### src/rtl/wrc_pkg.sv
package wrc_pkg;
    // Clock and derived rates
    localparam int CORE_CLK_HZ        = 20000000;
    localparam int CLK_PERIOD_NS      = 50;
    localparam int WDOG_OSC_HZ        = 128000;
    localparam int WDOG_TICK_DIV      = CORE_CLK_HZ / WDOG_OSC_HZ;
    localparam int WDOG_DIV_W         = 8;

    // Start-up delay (least time, rounded up)
    localparam int STARTUP_DELAY_US     = 64000;
    localparam int STARTUP_DELAY_CYCLES =
        (STARTUP_DELAY_US * 1000 + CLK_PERIOD_NS - 1) / CLK_PERIOD_NS;
    localparam int STRETCH_W            = 21;

    // Brown-out qualification (least time, rounded up)
    localparam int BROWNOUT_QUALIFY_NS     = 2000;
    localparam int BROWNOUT_QUALIFY_CYCLES =
        (BROWNOUT_QUALIFY_NS + CLK_PERIOD_NS - 1) / CLK_PERIOD_NS;
    localparam int BOD_CNT_W               = 8;

    // Protected-change window
    localparam int CHANGE_WINDOW_CYCLES = 4;
    localparam int WIN_CNT_W            = 3;

    // Watchdog period
    localparam int WDOG_CNT_W       = 20;
    localparam int BASE_PERIOD_LOG2 = 11;
    localparam int PERIOD_CODE_MAX  = 9;

    // Control register layout
    localparam int CTRL_W          = 8;
    localparam int IRQ_FLAG_BIT    = 7;
    localparam int IRQ_EN_BIT      = 6;
    localparam int PERIOD_HI_BIT   = 5;
    localparam int CHG_EN_BIT      = 4;
    localparam int EN_BIT          = 3;
    localparam int PERIOD_LO_MSB   = 2;
    localparam int PERIOD_W        = 4;
    localparam logic [PERIOD_W-1:0] PERIOD_RESET = 4'h0;
endpackage : wrc_pkg

### src/rtl/wrc_watchdog_reset_control.sv
`timescale 1ns/1ps
// Functional notes
// - Power-on detector asserts reset immediately
// - Power-on release starts start-up delay
// - Enabled reset pin low resets without clock
// - Pin release waits for start-up delay
// - Low supply resets after qualification, release delayed
// - Brown-out only after minimum qualification time
// - Watchdog reset pulse is one cycle
// - Delay counts from watchdog pulse trailing edge
// - Reference on for monitor, comparator or converter
// - Watchdog counts 128 kHz ticks
// - Restart instruction clears watchdog counter
// - Counter cleared on disable and reset
// - Ten selectable time-out periods
// - Unrestarted time-out resets the device
// - Time-out may raise interrupt instead
// - Fuse picks safety level one or two
// - Level one enables freely
// - Level one disable needs timed two-write sequence
// - Level two always runs, enable reads one
// - Level two period change needs timed sequence
// - Change-enable clears four cycles after set
// - Interrupt with enable clears interrupt-enable
// - Periods double 2048 to 1048576, reserved mapped
// - Level one enable forced by reset flag
module wrc_watchdog_reset_control
    import wrc_pkg::*;
#(
    parameter int STARTUP_CYCLES = wrc_pkg::STARTUP_DELAY_CYCLES,
    parameter int TICK_DIV       = wrc_pkg::WDOG_TICK_DIV
) (
    // Clock and reset
    input  wire logic                      core_clk,
    input  wire logic                      rst_n,
    // Reset sources
    input  wire logic                      por_active,
    input  wire logic                      ext_reset_pin_n,
    input  wire logic                      ext_reset_enable,
    input  wire logic                      supply_monitor_enable,
    input  wire logic                      supply_low,
    // Fuses and reference requests
    input  wire logic                      wdog_always_on_fuse,
    input  wire logic                      comparator_ref_select,
    input  wire logic                      adc_enable,
    // Processor side
    input  wire logic                      ctrl_wr,
    input  wire logic [wrc_pkg::CTRL_W-1:0] ctrl_wdata,
    input  wire logic                      watchdog_restart_instr,
    input  wire logic                      wdog_irq_ack,
    input  wire logic                      wdog_reset_flag,
    // Outputs
    output logic      [wrc_pkg::CTRL_W-1:0] ctrl_rdata,
    output logic                           sys_reset,
    output logic                           wdog_reset_pulse,
    output logic                           wdog_irq,
    output logic                           ref_enable
);
    import wrc_pkg::*;

    // Terminal count of a period code; reserved codes fall back to the shortest
    function automatic logic [WDOG_CNT_W-1:0] period_last(input logic [PERIOD_W-1:0] code);
        logic [4:0] shift;
        shift = (int'(code) > PERIOD_CODE_MAX) ? 5'(BASE_PERIOD_LOG2)
                                               : 5'(BASE_PERIOD_LOG2 + int'(code));
        period_last = WDOG_CNT_W'((64'h1 << shift) - 64'h1);
    endfunction : period_last

    // State
    logic [STRETCH_W-1:0]  stretch_q;
    logic [STRETCH_W-1:0]  stretch_d;
    logic [BOD_CNT_W-1:0]  bod_cnt_q;
    logic [BOD_CNT_W-1:0]  bod_cnt_d;
    logic [WDOG_DIV_W-1:0] div_q;
    logic [WDOG_DIV_W-1:0] div_d;
    logic [WDOG_CNT_W-1:0] wcnt_q;
    logic [WDOG_CNT_W-1:0] wcnt_d;
    logic [WIN_CNT_W-1:0]  win_cnt_q;
    logic [WIN_CNT_W-1:0]  win_cnt_d;
    logic [PERIOD_W-1:0]   period_q;
    logic [PERIOD_W-1:0]   period_d;
    logic                  en_q;
    logic                  en_d;
    logic                  chg_q;
    logic                  chg_d;
    logic                  irq_en_q;
    logic                  irq_en_d;
    logic                  flag_q;
    logic                  flag_d;
    logic                  pulse_q;
    logic                  pulse_d;

    // Decoded terms
    logic                  pin_rst;
    logic                  bod_rst;
    logic                  src_active;
    logic                  tick;
    logic                  eff_en;
    logic                  running;
    logic                  timeout;
    logic                  w_chg;
    logic                  w_en;
    logic                  w_flag;
    logic                  w_irq_en;
    logic [PERIOD_W-1:0]   w_period;
    logic                  open_seq;
    logic                  close_seq;
    logic                  level2;

    assign w_chg    = ctrl_wdata[CHG_EN_BIT];
    assign w_en     = ctrl_wdata[EN_BIT];
    assign w_flag   = ctrl_wdata[IRQ_FLAG_BIT];
    assign w_irq_en = ctrl_wdata[IRQ_EN_BIT];
    assign w_period = {ctrl_wdata[PERIOD_HI_BIT], ctrl_wdata[PERIOD_LO_MSB:0]};
    assign level2   = wdog_always_on_fuse;

    // Opening write must carry both change-enable and enable
    assign open_seq  = ctrl_wr & w_chg & w_en;
    // Second write lands inside the window with change-enable clear
    assign close_seq = ctrl_wr & chg_q & ~w_chg;

    // Reset sources combine without the clock so reset holds with no clock
    assign pin_rst    = ext_reset_enable & ~ext_reset_pin_n;
    assign bod_rst    = supply_monitor_enable & supply_low &
                        (int'(bod_cnt_q) > BROWNOUT_QUALIFY_CYCLES);
    assign src_active = por_active | pin_rst | bod_rst | pulse_q;
    assign sys_reset  = src_active | (stretch_q != '0);
    assign wdog_reset_pulse = pulse_q;

    assign ref_enable = supply_monitor_enable | comparator_ref_select | adc_enable;

    // Start-up stretch reloads while any source is active, counts after
    always_comb begin
        if (src_active) begin
            stretch_d = STRETCH_W'(STARTUP_CYCLES);
        end else if (stretch_q != '0) begin
            stretch_d = stretch_q - STRETCH_W'(1);
        end else begin
            stretch_d = stretch_q;
        end
    end

    // Dips shorter than the qualify time never reach the reset
    always_comb begin
        if (!(supply_monitor_enable & supply_low)) begin
            bod_cnt_d = '0;
        end else if (int'(bod_cnt_q) <= BROWNOUT_QUALIFY_CYCLES) begin
            bod_cnt_d = bod_cnt_q + BOD_CNT_W'(1);
        end else begin
            bod_cnt_d = bod_cnt_q;
        end
    end

    // 128 kHz tick enable from the core clock
    assign tick  = (div_q == WDOG_DIV_W'(TICK_DIV - 1));
    assign div_d = tick ? '0 : div_q + WDOG_DIV_W'(1);

    // Level two forces the enable; level one follows the reset flag too
    assign eff_en  = level2 | en_q | wdog_reset_flag;
    assign running = eff_en | irq_en_q;
    assign timeout = tick & running & (wcnt_q == period_last(period_q));

    // Counter only advances on the tick; clears by reset, restart or stop take hold on any edge
    always_comb begin
        if (sys_reset | watchdog_restart_instr | ~running) begin
            wcnt_d = '0;
        end else if (timeout) begin
            wcnt_d = '0;
        end else if (tick) begin
            wcnt_d = wcnt_q + WDOG_CNT_W'(1);
        end else begin
            wcnt_d = wcnt_q;
        end
    end

    // Reset pulse lasts one cycle: the reset it causes clears the counter
    assign pulse_d = timeout & eff_en & ~irq_en_q;

    // Change-enable window
    always_comb begin
        chg_d     = chg_q;
        win_cnt_d = win_cnt_q;
        if (open_seq) begin
            chg_d     = 1'b1;
            win_cnt_d = WIN_CNT_W'(CHANGE_WINDOW_CYCLES - 1);
        end else if (ctrl_wr & ~w_chg) begin
            chg_d     = 1'b0;
        end else if (chg_q) begin
            if (win_cnt_q == '0) begin
                chg_d = 1'b0;
            end else begin
                win_cnt_d = win_cnt_q - WIN_CNT_W'(1);
            end
        end
    end

    // Enable bit
    always_comb begin
        en_d = en_q;
        if (ctrl_wr && !level2) begin
            if (w_en) begin
                en_d = 1'b1;
            end else if (close_seq && !wdog_reset_flag) begin
                en_d = 1'b0;
            end
        end
    end

    // Period: free in level one, timed in level two
    always_comb begin
        period_d = period_q;
        if (ctrl_wr && !level2) begin
            period_d = w_period;
        end else if (close_seq && level2) begin
            period_d = w_period;
        end
    end

    // Interrupt enable; a write in the same cycle as the hardware clear wins
    always_comb begin
        irq_en_d = irq_en_q;
        if (timeout && irq_en_q && eff_en) begin
            irq_en_d = 1'b0;
        end
        if (ctrl_wr) begin
            irq_en_d = w_irq_en;
        end
    end

    // Time-out flag: set beats clear
    always_comb begin
        flag_d = flag_q;
        if ((ctrl_wr && w_flag) || wdog_irq_ack) begin
            flag_d = 1'b0;
        end
        if (timeout && irq_en_q) begin
            flag_d = 1'b1;
        end
    end

    assign wdog_irq = flag_q;

    assign ctrl_rdata = {flag_q, irq_en_q, period_q[3], chg_q, eff_en,
                         period_q[2:0]};

    // Free-running parts: only the power-on async reset clears them
    always_ff @(posedge core_clk or negedge rst_n) begin
        if (!rst_n) begin
            stretch_q <= '0;
        end else begin
            stretch_q <= stretch_d;
        end
    end

    always_ff @(posedge core_clk or negedge rst_n) begin
        if (!rst_n) begin
            bod_cnt_q <= '0;
        end else begin
            bod_cnt_q <= bod_cnt_d;
        end
    end

    always_ff @(posedge core_clk or negedge rst_n) begin
        if (!rst_n) begin
            div_q <= '0;
        end else begin
            div_q <= div_d;
        end
    end

    always_ff @(posedge core_clk or negedge rst_n) begin
        if (!rst_n) begin
            pulse_q <= 1'b0;
        end else begin
            pulse_q <= pulse_d;
        end
    end

    // Watchdog counter
    always_ff @(posedge core_clk or negedge rst_n) begin
        if (!rst_n) begin
            wcnt_q <= '0;
        end else begin
            wcnt_q <= wcnt_d;
        end
    end

    // Control state returns to initial values under any chip reset
    always_ff @(posedge core_clk or negedge rst_n) begin
        if (!rst_n) begin
            en_q <= 1'b0;
        end else if (sys_reset) begin
            en_q <= 1'b0;
        end else begin
            en_q <= en_d;
        end
    end

    always_ff @(posedge core_clk or negedge rst_n) begin
        if (!rst_n) begin
            chg_q <= 1'b0;
        end else if (sys_reset) begin
            chg_q <= 1'b0;
        end else begin
            chg_q <= chg_d;
        end
    end

    always_ff @(posedge core_clk or negedge rst_n) begin
        if (!rst_n) begin
            win_cnt_q <= '0;
        end else if (sys_reset) begin
            win_cnt_q <= '0;
        end else begin
            win_cnt_q <= win_cnt_d;
        end
    end

    always_ff @(posedge core_clk or negedge rst_n) begin
        if (!rst_n) begin
            period_q <= PERIOD_RESET;
        end else if (sys_reset) begin
            period_q <= PERIOD_RESET;
        end else begin
            period_q <= period_d;
        end
    end

    always_ff @(posedge core_clk or negedge rst_n) begin
        if (!rst_n) begin
            irq_en_q <= 1'b0;
        end else if (sys_reset) begin
            irq_en_q <= 1'b0;
        end else begin
            irq_en_q <= irq_en_d;
        end
    end

    always_ff @(posedge core_clk or negedge rst_n) begin
        if (!rst_n) begin
            flag_q <= 1'b0;
        end else if (sys_reset) begin
            flag_q <= 1'b0;
        end else begin
            flag_q <= flag_d;
        end
    end
endmodule : wrc_watchdog_reset_control
### config.mk
export PLATFORM = sky130hd
export DESIGN_NAME = wrc_watchdog_reset_control
export DESIGN_NICKNAME = d
export VERILOG_FILES = /design/src/rtl/wrc_pkg.sv /design/src/rtl/wrc_watchdog_reset_control.sv
export SDC_FILE = /design/constraint.sdc
export NUM_CORES = 1
export LEC_CHECK = 0
export BUFFER_PORTS_ARGS = -buffer_cell sky130_fd_sc_hd__buf_2
export CORE_UTILIZATION = 49
export CTS_CLUSTER_DIAMETER = 60
export DETAILED_ROUTE_END_ITERATION = 12
export PLACE_DENSITY = 0.74
export SLEW_MARGIN = 20
export SYNTH_ARGS = -nofsm -noshare
export SYNTH_HDL_FRONTEND = slang
export SYNTH_SLANG_ARGS = --single-unit
### constraint.sdc
create_clock -name core_clk -period 3.83 [get_ports core_clk]
set_input_delay 0.383 -clock core_clk [delete_from_list [all_inputs] [get_ports core_clk]]
set_output_delay 0.383 -clock core_clk [all_outputs]
set_load 0.05 [all_outputs]
==> results of run 1 <==
-- power by group through the flow --
stage | Combinational, mW | Clock, mW | Sequential [mW]
6_report | 0.164 | 0.624 | 0.774
5_1_grt | 0.187 | 0.666 | 0.778
4_1_cts | 0.166 | 0.641 | 0.774
3_5_place_dp | 0.164 | 0 | 0.789
3_3_place_gp | 0.159 | 0 | 0.787
2_1_floorplan | 0.115 | 0 | 0.783
-- state kept, by name, summed over array words and instances (netlist names) --
name,count
chg_q,1
wcnt_q,20
en_q,1
wdog_irq,1
irq_en_q,1
div_q,8
period_q,4
bod_cnt_q,8
win_cnt_q,3
stretch_q,21
wdog_reset_pulse,1
-- per-layer routing --
| metal | global-route usage | vias to the layer above |
|---|---|---|
| met5 | 0 | - |
| met4 | 0.117 | 0 |
| met3 | 0.0440 | 23 |
| met2 | 0.377 | 115 |
| met1 | 0.293 | 1854 |
| li1 | - | 1970 |
-- kinds of logic (layout without fill, tap and decap cells) --
family	after synthesis	count (layout)	share of synthesized area
flip-flops	69	69	0.379
AND/OR/NAND/NOR	271	271	0.303
AO/OA/AOI/OAI	102	102	0.154
other	1	2	0.000823
adder cells (fa/ha/maj)	10	10	0.0275
multiplexers	2	2	0.00439
XOR/XNOR	41	41	0.0788
buffers and inverters	51	84	0.0522
-- Yosys cell counts, types with 10 or more instances --
master / number / share of area
a21oi_1: 20 / 0.022
o211ai_1: 14 / 0.023
dfrtp_1: 69 / 0.38
or3_1: 10 / 0.014
nor2_1: 65 / 0.054
and2_1: 11 / 0.015
xnor2_1: 24 / 0.046
nor3_1: 18 / 0.020
ha_1: 10 / 0.027
nand3_1: 25 / 0.027
xor2_1: 17 / 0.033
nand2_1: 77 / 0.063
clkbuf_1: 15 / 0.012
nor4_1: 11 / 0.015
o221ai_1: 13 / 0.025
o21ai_0: 24 / 0.026
nor2b_1: 11 / 0.015
inv_1: 20 / 0.016
-- area by class of cell --
cell class | count | area, µm² | share of cell area
clock inverter | 5 | 58.8 | 0.0117
inverter | 21 | 78.8 | 0.0157
clock buffer | 11 | 151 | 0.0301
timing repair buffer | 47 | 270 | 0.0538
tap | 108 | 135 | 0.0269
multi-input combinational | 428 | 2600 | 0.518
sequential | 69 | 1730 | 0.344
-- path summary, 6_finish.rpt --
kind,start,to
max,period_q[1],wcnt_q[19]
min,rst_n,period_q[1]
max reg2reg,period_q[1],wcnt_q[19]
min reg2reg,div_q[0],div_q[0]
max in group asynchronous,rst_n,div_q[5]
min in group core_clk,ctrl_wdata[2],period_q[2]
==> flow_metrics.py, run 1 <==
metrics = {
    "cells_and_area": {
        "area_growth_pct": 10.2,
        "utilization": 0.568,
        "final_common_cell": "nand2_1",
        "final_nets": 608,
        "drive_gt1_frac": 0.143,
        "final_cells": 689,
        "antennaDiodeCount": 0,
        "layout_common_cells": "nand2_1 (77), dfrtp_1 (69), nor2_1 (65)",
        "finalInstanceArea_mm2": 0.00502,
        "n_fill_cell": 806,
    },
    "placement": {
        "hpwl_mm": 7.34,
        "post_dp_cell_area_mm2": 0.00481,
        "dp_slack_ps": 326,
        "dp_cells": 673,
        "numPortBuffers": 33,
        "gp_congestion": 0.920,
    },
    "die": {
        "die_h_um": 98.4,
        "die_w_um": 98.4,
        "ios": 34,
        "core_mm2": 0.00885,
        "die_area_mm2": 0.00969,
        "rows": 34,
        "start_util": 0.515,
    },
    "synth": {
        "synth.distinct_cells": 64,
        "netlist_instances": 547,
        "ys_seq_area_frac": 0.379,
        "syn_area_mm2": 0.00456,
        "ys.warnings.count": 0,
        "yosys_register_bits": 69,
        "synthArstFlopShare": 1.00,
        "avgSynthCellArea_um2": 8.33,
        "synth_ff_type": "dfrtp_1",
        "synth-edff-count": 0,
    },
    "sta": {
        "finalSetupTns_ps": 0,
        "hold_violations": 0,
        "max_freq_ghz": 0.283,
        "relSlewSlack": 0.436,
        "post-route-min-period_ps": 3540,
        "setup_ws_ps": 291,
        "rsz0062_at_grt": "false",
        "min_period_over_period": 0.924,
        "setup_viol": 0,
        "drv_slew": 0,
        "timing.hold.ws_ps": 73.2,
        "tightest_slew_ps": 838,
        "final.setup_skew_ps": 13.6,
    },
    "power_and_ir_drop": {
        "clkPwrFrac": 0.399,
        "p_sw_frac": 0.261,
        "p_switching_uw": 408,
        "max-vdd-ir-drop_uv": 214,
        "power_density_mw_per_mm2": 311,
        "comb_power_share": 0.105,
        "p_int_mw": 1.15,
        "seqPwrFrac": 0.495,
        "power_mw": 1.56,
        "power_leakage_nw": 2.13,
    },
    "drt": {
        "firstDrtPassIters": 6,
        "dr_wl_met3_um": 449,
        "wl_met1_mm": 4.60,
        "vias": 3962,
        "wl_mm": 10.2,
        "postRouteAntennaNets": 0,
        "wire_per_inst_um": 14.8,
        "wl_met2_mm": 4.88,
        "drtIter0Drc": 274,
        "top_layer": "met4",
        "drc_errors": 0,
        "vias_per_cell": 5.75,
    },
    "critical_path": {
        "cp_max_fo": 22,
        "crit_path_start_kind": "register",
        "crit_slowest_cell": "or4b_4",
        "cpLargestDelayFamily": "simple AND/OR/NAND/NOR gates",
        "required_ps": 4050,
        "cp_slowest_stage_delay_ps": 730,
        "worst-path-buf-inv": 2,
        "crit_chain": "inv_1, ha_1, buf_4, nand2_1, nor2_1, xnor2_1, nor4_1, o2111ai_1, or4b_4, o21ai_2, o211ai_1",
        "worst-path-stages": 11,
        "rrSetupSlack_ps": 290,
        "end_kind": "register",
        "crit_type": "register to register",
        "arrival_ps": 3760,
        "r2r_cells": 11,
    },
    "grt": {
        "grt-ovfl-total": 0,
        "antenna_found_initial": 0,
        "grt_pass1_wl_mm": 18.0,
        "grt_usage": 0.230,
        "grt_pass1_vias": 3891,
        "grt_start_max_net_pins": 43,
    },
    "cts": {
        "cts_max_path_buffers": 2,
        "htreeDepth": 3,
        "cts_tree": "done",
        "clkSinkCount": 69,
        "cts_buffers": 9,
        "cts_root_buf": "clkbuf_8",
        "clk_pin_slew_ps": 70,
        "cts_resized": 0,
        "hold_buffers": 0,
        "post_cts_buffers": 0,
        "clock_latency_ps": 350,
    },
    "run": {
        "maxCapViolations": 0,
    },
    "run_status": {
        "status": "complete, no violations",
    },
    "hold_path": {
        "hp-class": "input port to asynchronous set/reset pin",
    },
}
Note: power is estimated with default switching activity, not from simulation.
==> inputs of run 2 (changes only) <==
CORE_ASPECT_RATIO = 0.75   (was unset)
==> flow_metrics.py, run 2 (synthesized netlist as in run 1, its figures left out) <==
metrics = {
    "cells_and_area": {
        "seqCellArea_mm2": 0.00173,
        "area_growth_pct": 12.5,
        "layout_common_cells": "nand2_1 (77), dfrtp_1 (69), nor2_1 (65)",
        "finalInstanceArea_mm2": 0.00512,
        "final_common_cell": "nand2_1",
        "multiInputGateArea_mm2": 0.00260,
        "top_register": "stretch_q",
        "antennaDiodeCount": 0,
        "n_fill_cell": 796,
        "drive_gt1_frac": 0.140,
        "largest_register_ffs": 21,
        "final_nets": 606,
        "largest_registers": "stretch_q (21), wcnt_q (20)",
        "final_cells": 706,
    },
    "die": {
        "ios": 34,
        "die_area_mm2": 0.00969,
        "core_mm2": 0.00905,
        "die_h_um": 85.5,
        "rows": 30,
        "die_w_um": 113,
        "start_util": 0.504,
    },
    "hold_path": {
        "hp-class": "input port to asynchronous set/reset pin",
    },
    "cts": {
        "clkSinkCount": 69,
        "cts_buffers": 9,
        "cts_max_path_buffers": 2,
        "cts_root_buf": "clkbuf_16",
        "cts_tree": "done",
        "hold_buffers": 0,
        "clk_pin_slew_ps": 50,
        "clock_latency_ps": 330,
        "htreeDepth": 3,
    },
    "critical_path": {
        "end_kind": "register",
        "cp_max_fo": 22,
        "rrSetupSlack_ps": 310,
        "r2r_cells": 11,
        "arrival_ps": 3720,
        "r2r-start": "period_q[1]",
        "crit_path_start_kind": "register",
        "r2r_end": "wcnt_q[13]",
        "required_ps": 4020,
        "crit_type": "register to register",
    },
    "sta": {
        "tightest_slew_ps": 870,
        "rsz0062_at_grt": "false",
        "hold_violations": 0,
        "max_freq_ghz": 0.284,
        "final.setup_skew_ps": 7.14,
        "min_period_over_period": 0.920,
        "setup_viol": 0,
        "drv_slew": 0,
        "post-route-min-period_ps": 3520,
        "finalSetupTns_ps": 0,
        "relSlewSlack": 0.420,
    },
    "power_and_ir_drop": {
        "clkPwrFrac": 0.467,
        "max-vdd-ir-drop_uv": 298,
        "p_sw_frac": 0.235,
        "p_int_mw": 1.35,
        "power_leakage_nw": 2.17,
        "p_switching_uw": 416,
        "seqPwrFrac": 0.439,
        "power_density_mw_per_mm2": 345,
        "comb_power_share": 0.094,
    },
    "drt": {
        "firstDrtPassIters": 5,
        "vias": 4003,
        "vias_per_cell": 5.67,
        "wl_mm": 10.2,
        "wire_per_inst_um": 14.5,
        "postRouteAntennaNets": 0,
        "drtIter0Drc": 315,
        "drc_errors": 0,
    },
    "grt": {
        "antenna_found_initial": 0,
        "grt-ovfl-total": 0,
        "grt_pass1_vias": 3769,
        "grt_usage": 0.234,
        "grt_start_max_net_pins": 40,
        "grt_pass1_wl_mm": 18.1,
    },
    "run_status": {
        "status": "complete, no violations",
    },
    "placement": {
        "post_dp_cell_area_mm2": 0.00482,
        "dp_cells": 691,
        "gp_congestion": 0.924,
        "hpwl_mm": 7.37,
        "numPortBuffers": 33,
    },
    "run": {
        "maxCapViolations": 0,
    },
}
[run 2: through the flow]
step | setup WS [ps] | hold WS, ps | util | total power, mW
3_5_place_dp | 304 | 460 | 0.533 | 0.954
4_1_cts | 277 | 206 | 0.566 | 1.79
3_3_place_gp | 418 | 447 | 0.533 | 0.949
6_report | 305 | 172 | 0.567 | 1.77
2_1_floorplan | 101 | 87.4 | - | 0.899
5_1_grt | 68.8 | 258 | 0.567 | 1.85
[run 2: layout make-up]
| cell class | instances | share of cell area |
|---|---|---|
| clock buffer | 11 | 0.0493 |
| clock inverter | 4 | 0.00928 |
| tap | 128 | 0.0313 |
| sequential | 69 | 0.337 |
| multi-input combinational | 428 | 0.508 |
| inverter | 21 | 0.0154 |
| timing repair buffer | 45 | 0.0498 |
[run 2: critical path: stages, from the launching register on]
cell and delay [ps]:
dfrtp_1 510, inv_1 140, ha_2 370, buf_4 160, nor2_1 60, a211oi_1 300
xnor2_1 110, nor4_1 360, o2111ai_1 180, or4b_4 720, o21ai_2 340, o211ai_1 150
[run 2: worst max-delay path by stage]
stage                start          to  cells after the start
4_1_cts        period_q[1]  wcnt_q[19]                     10
3_3_place_gp   period_q[1]  wcnt_q[13]                     10
2_1_floorplan  period_q[0]    irq_en_q                     13
5_1_grt        period_q[1]  wcnt_q[13]                     10
6_report       period_q[1]  wcnt_q[13]                     11
3_5_place_dp   period_q[1]  wcnt_q[19]                     10
[run 2: repair_timing]
action	CTS	global route
resized for setup	0	1
buffers inserted	0	0
hold endpoints to repair	0	0
setup endpoints to repair	0	2
[run 2: metal layers]
metal | vias to the layer above | GRT usage | part of all wire
met4 | 0 | 0.0825 | 0.018
met5 | - | 0 | 0
li1 | 1960 | - | -
met2 | 120 | 0.363 | 0.44
met3 | 17 | 0.0417 | 0.050
met1 | 1906 | 0.332 | 0.49
[run 2: power groups by stage]
| stage | Sequential (mW) | Clock [mW] | Combinational (mW) |
|---|---|---|---|
| after floorplan | 0.783 | 0 | 0.115 |
| after global placement | 0.787 | 0 | 0.161 |
| after detailed placement | 0.788 | 0 | 0.166 |
| after CTS | 0.776 | 0.847 | 0.168 |
| after global routing | 0.779 | 0.878 | 0.191 |
| final | 0.776 | 0.827 | 0.167 |
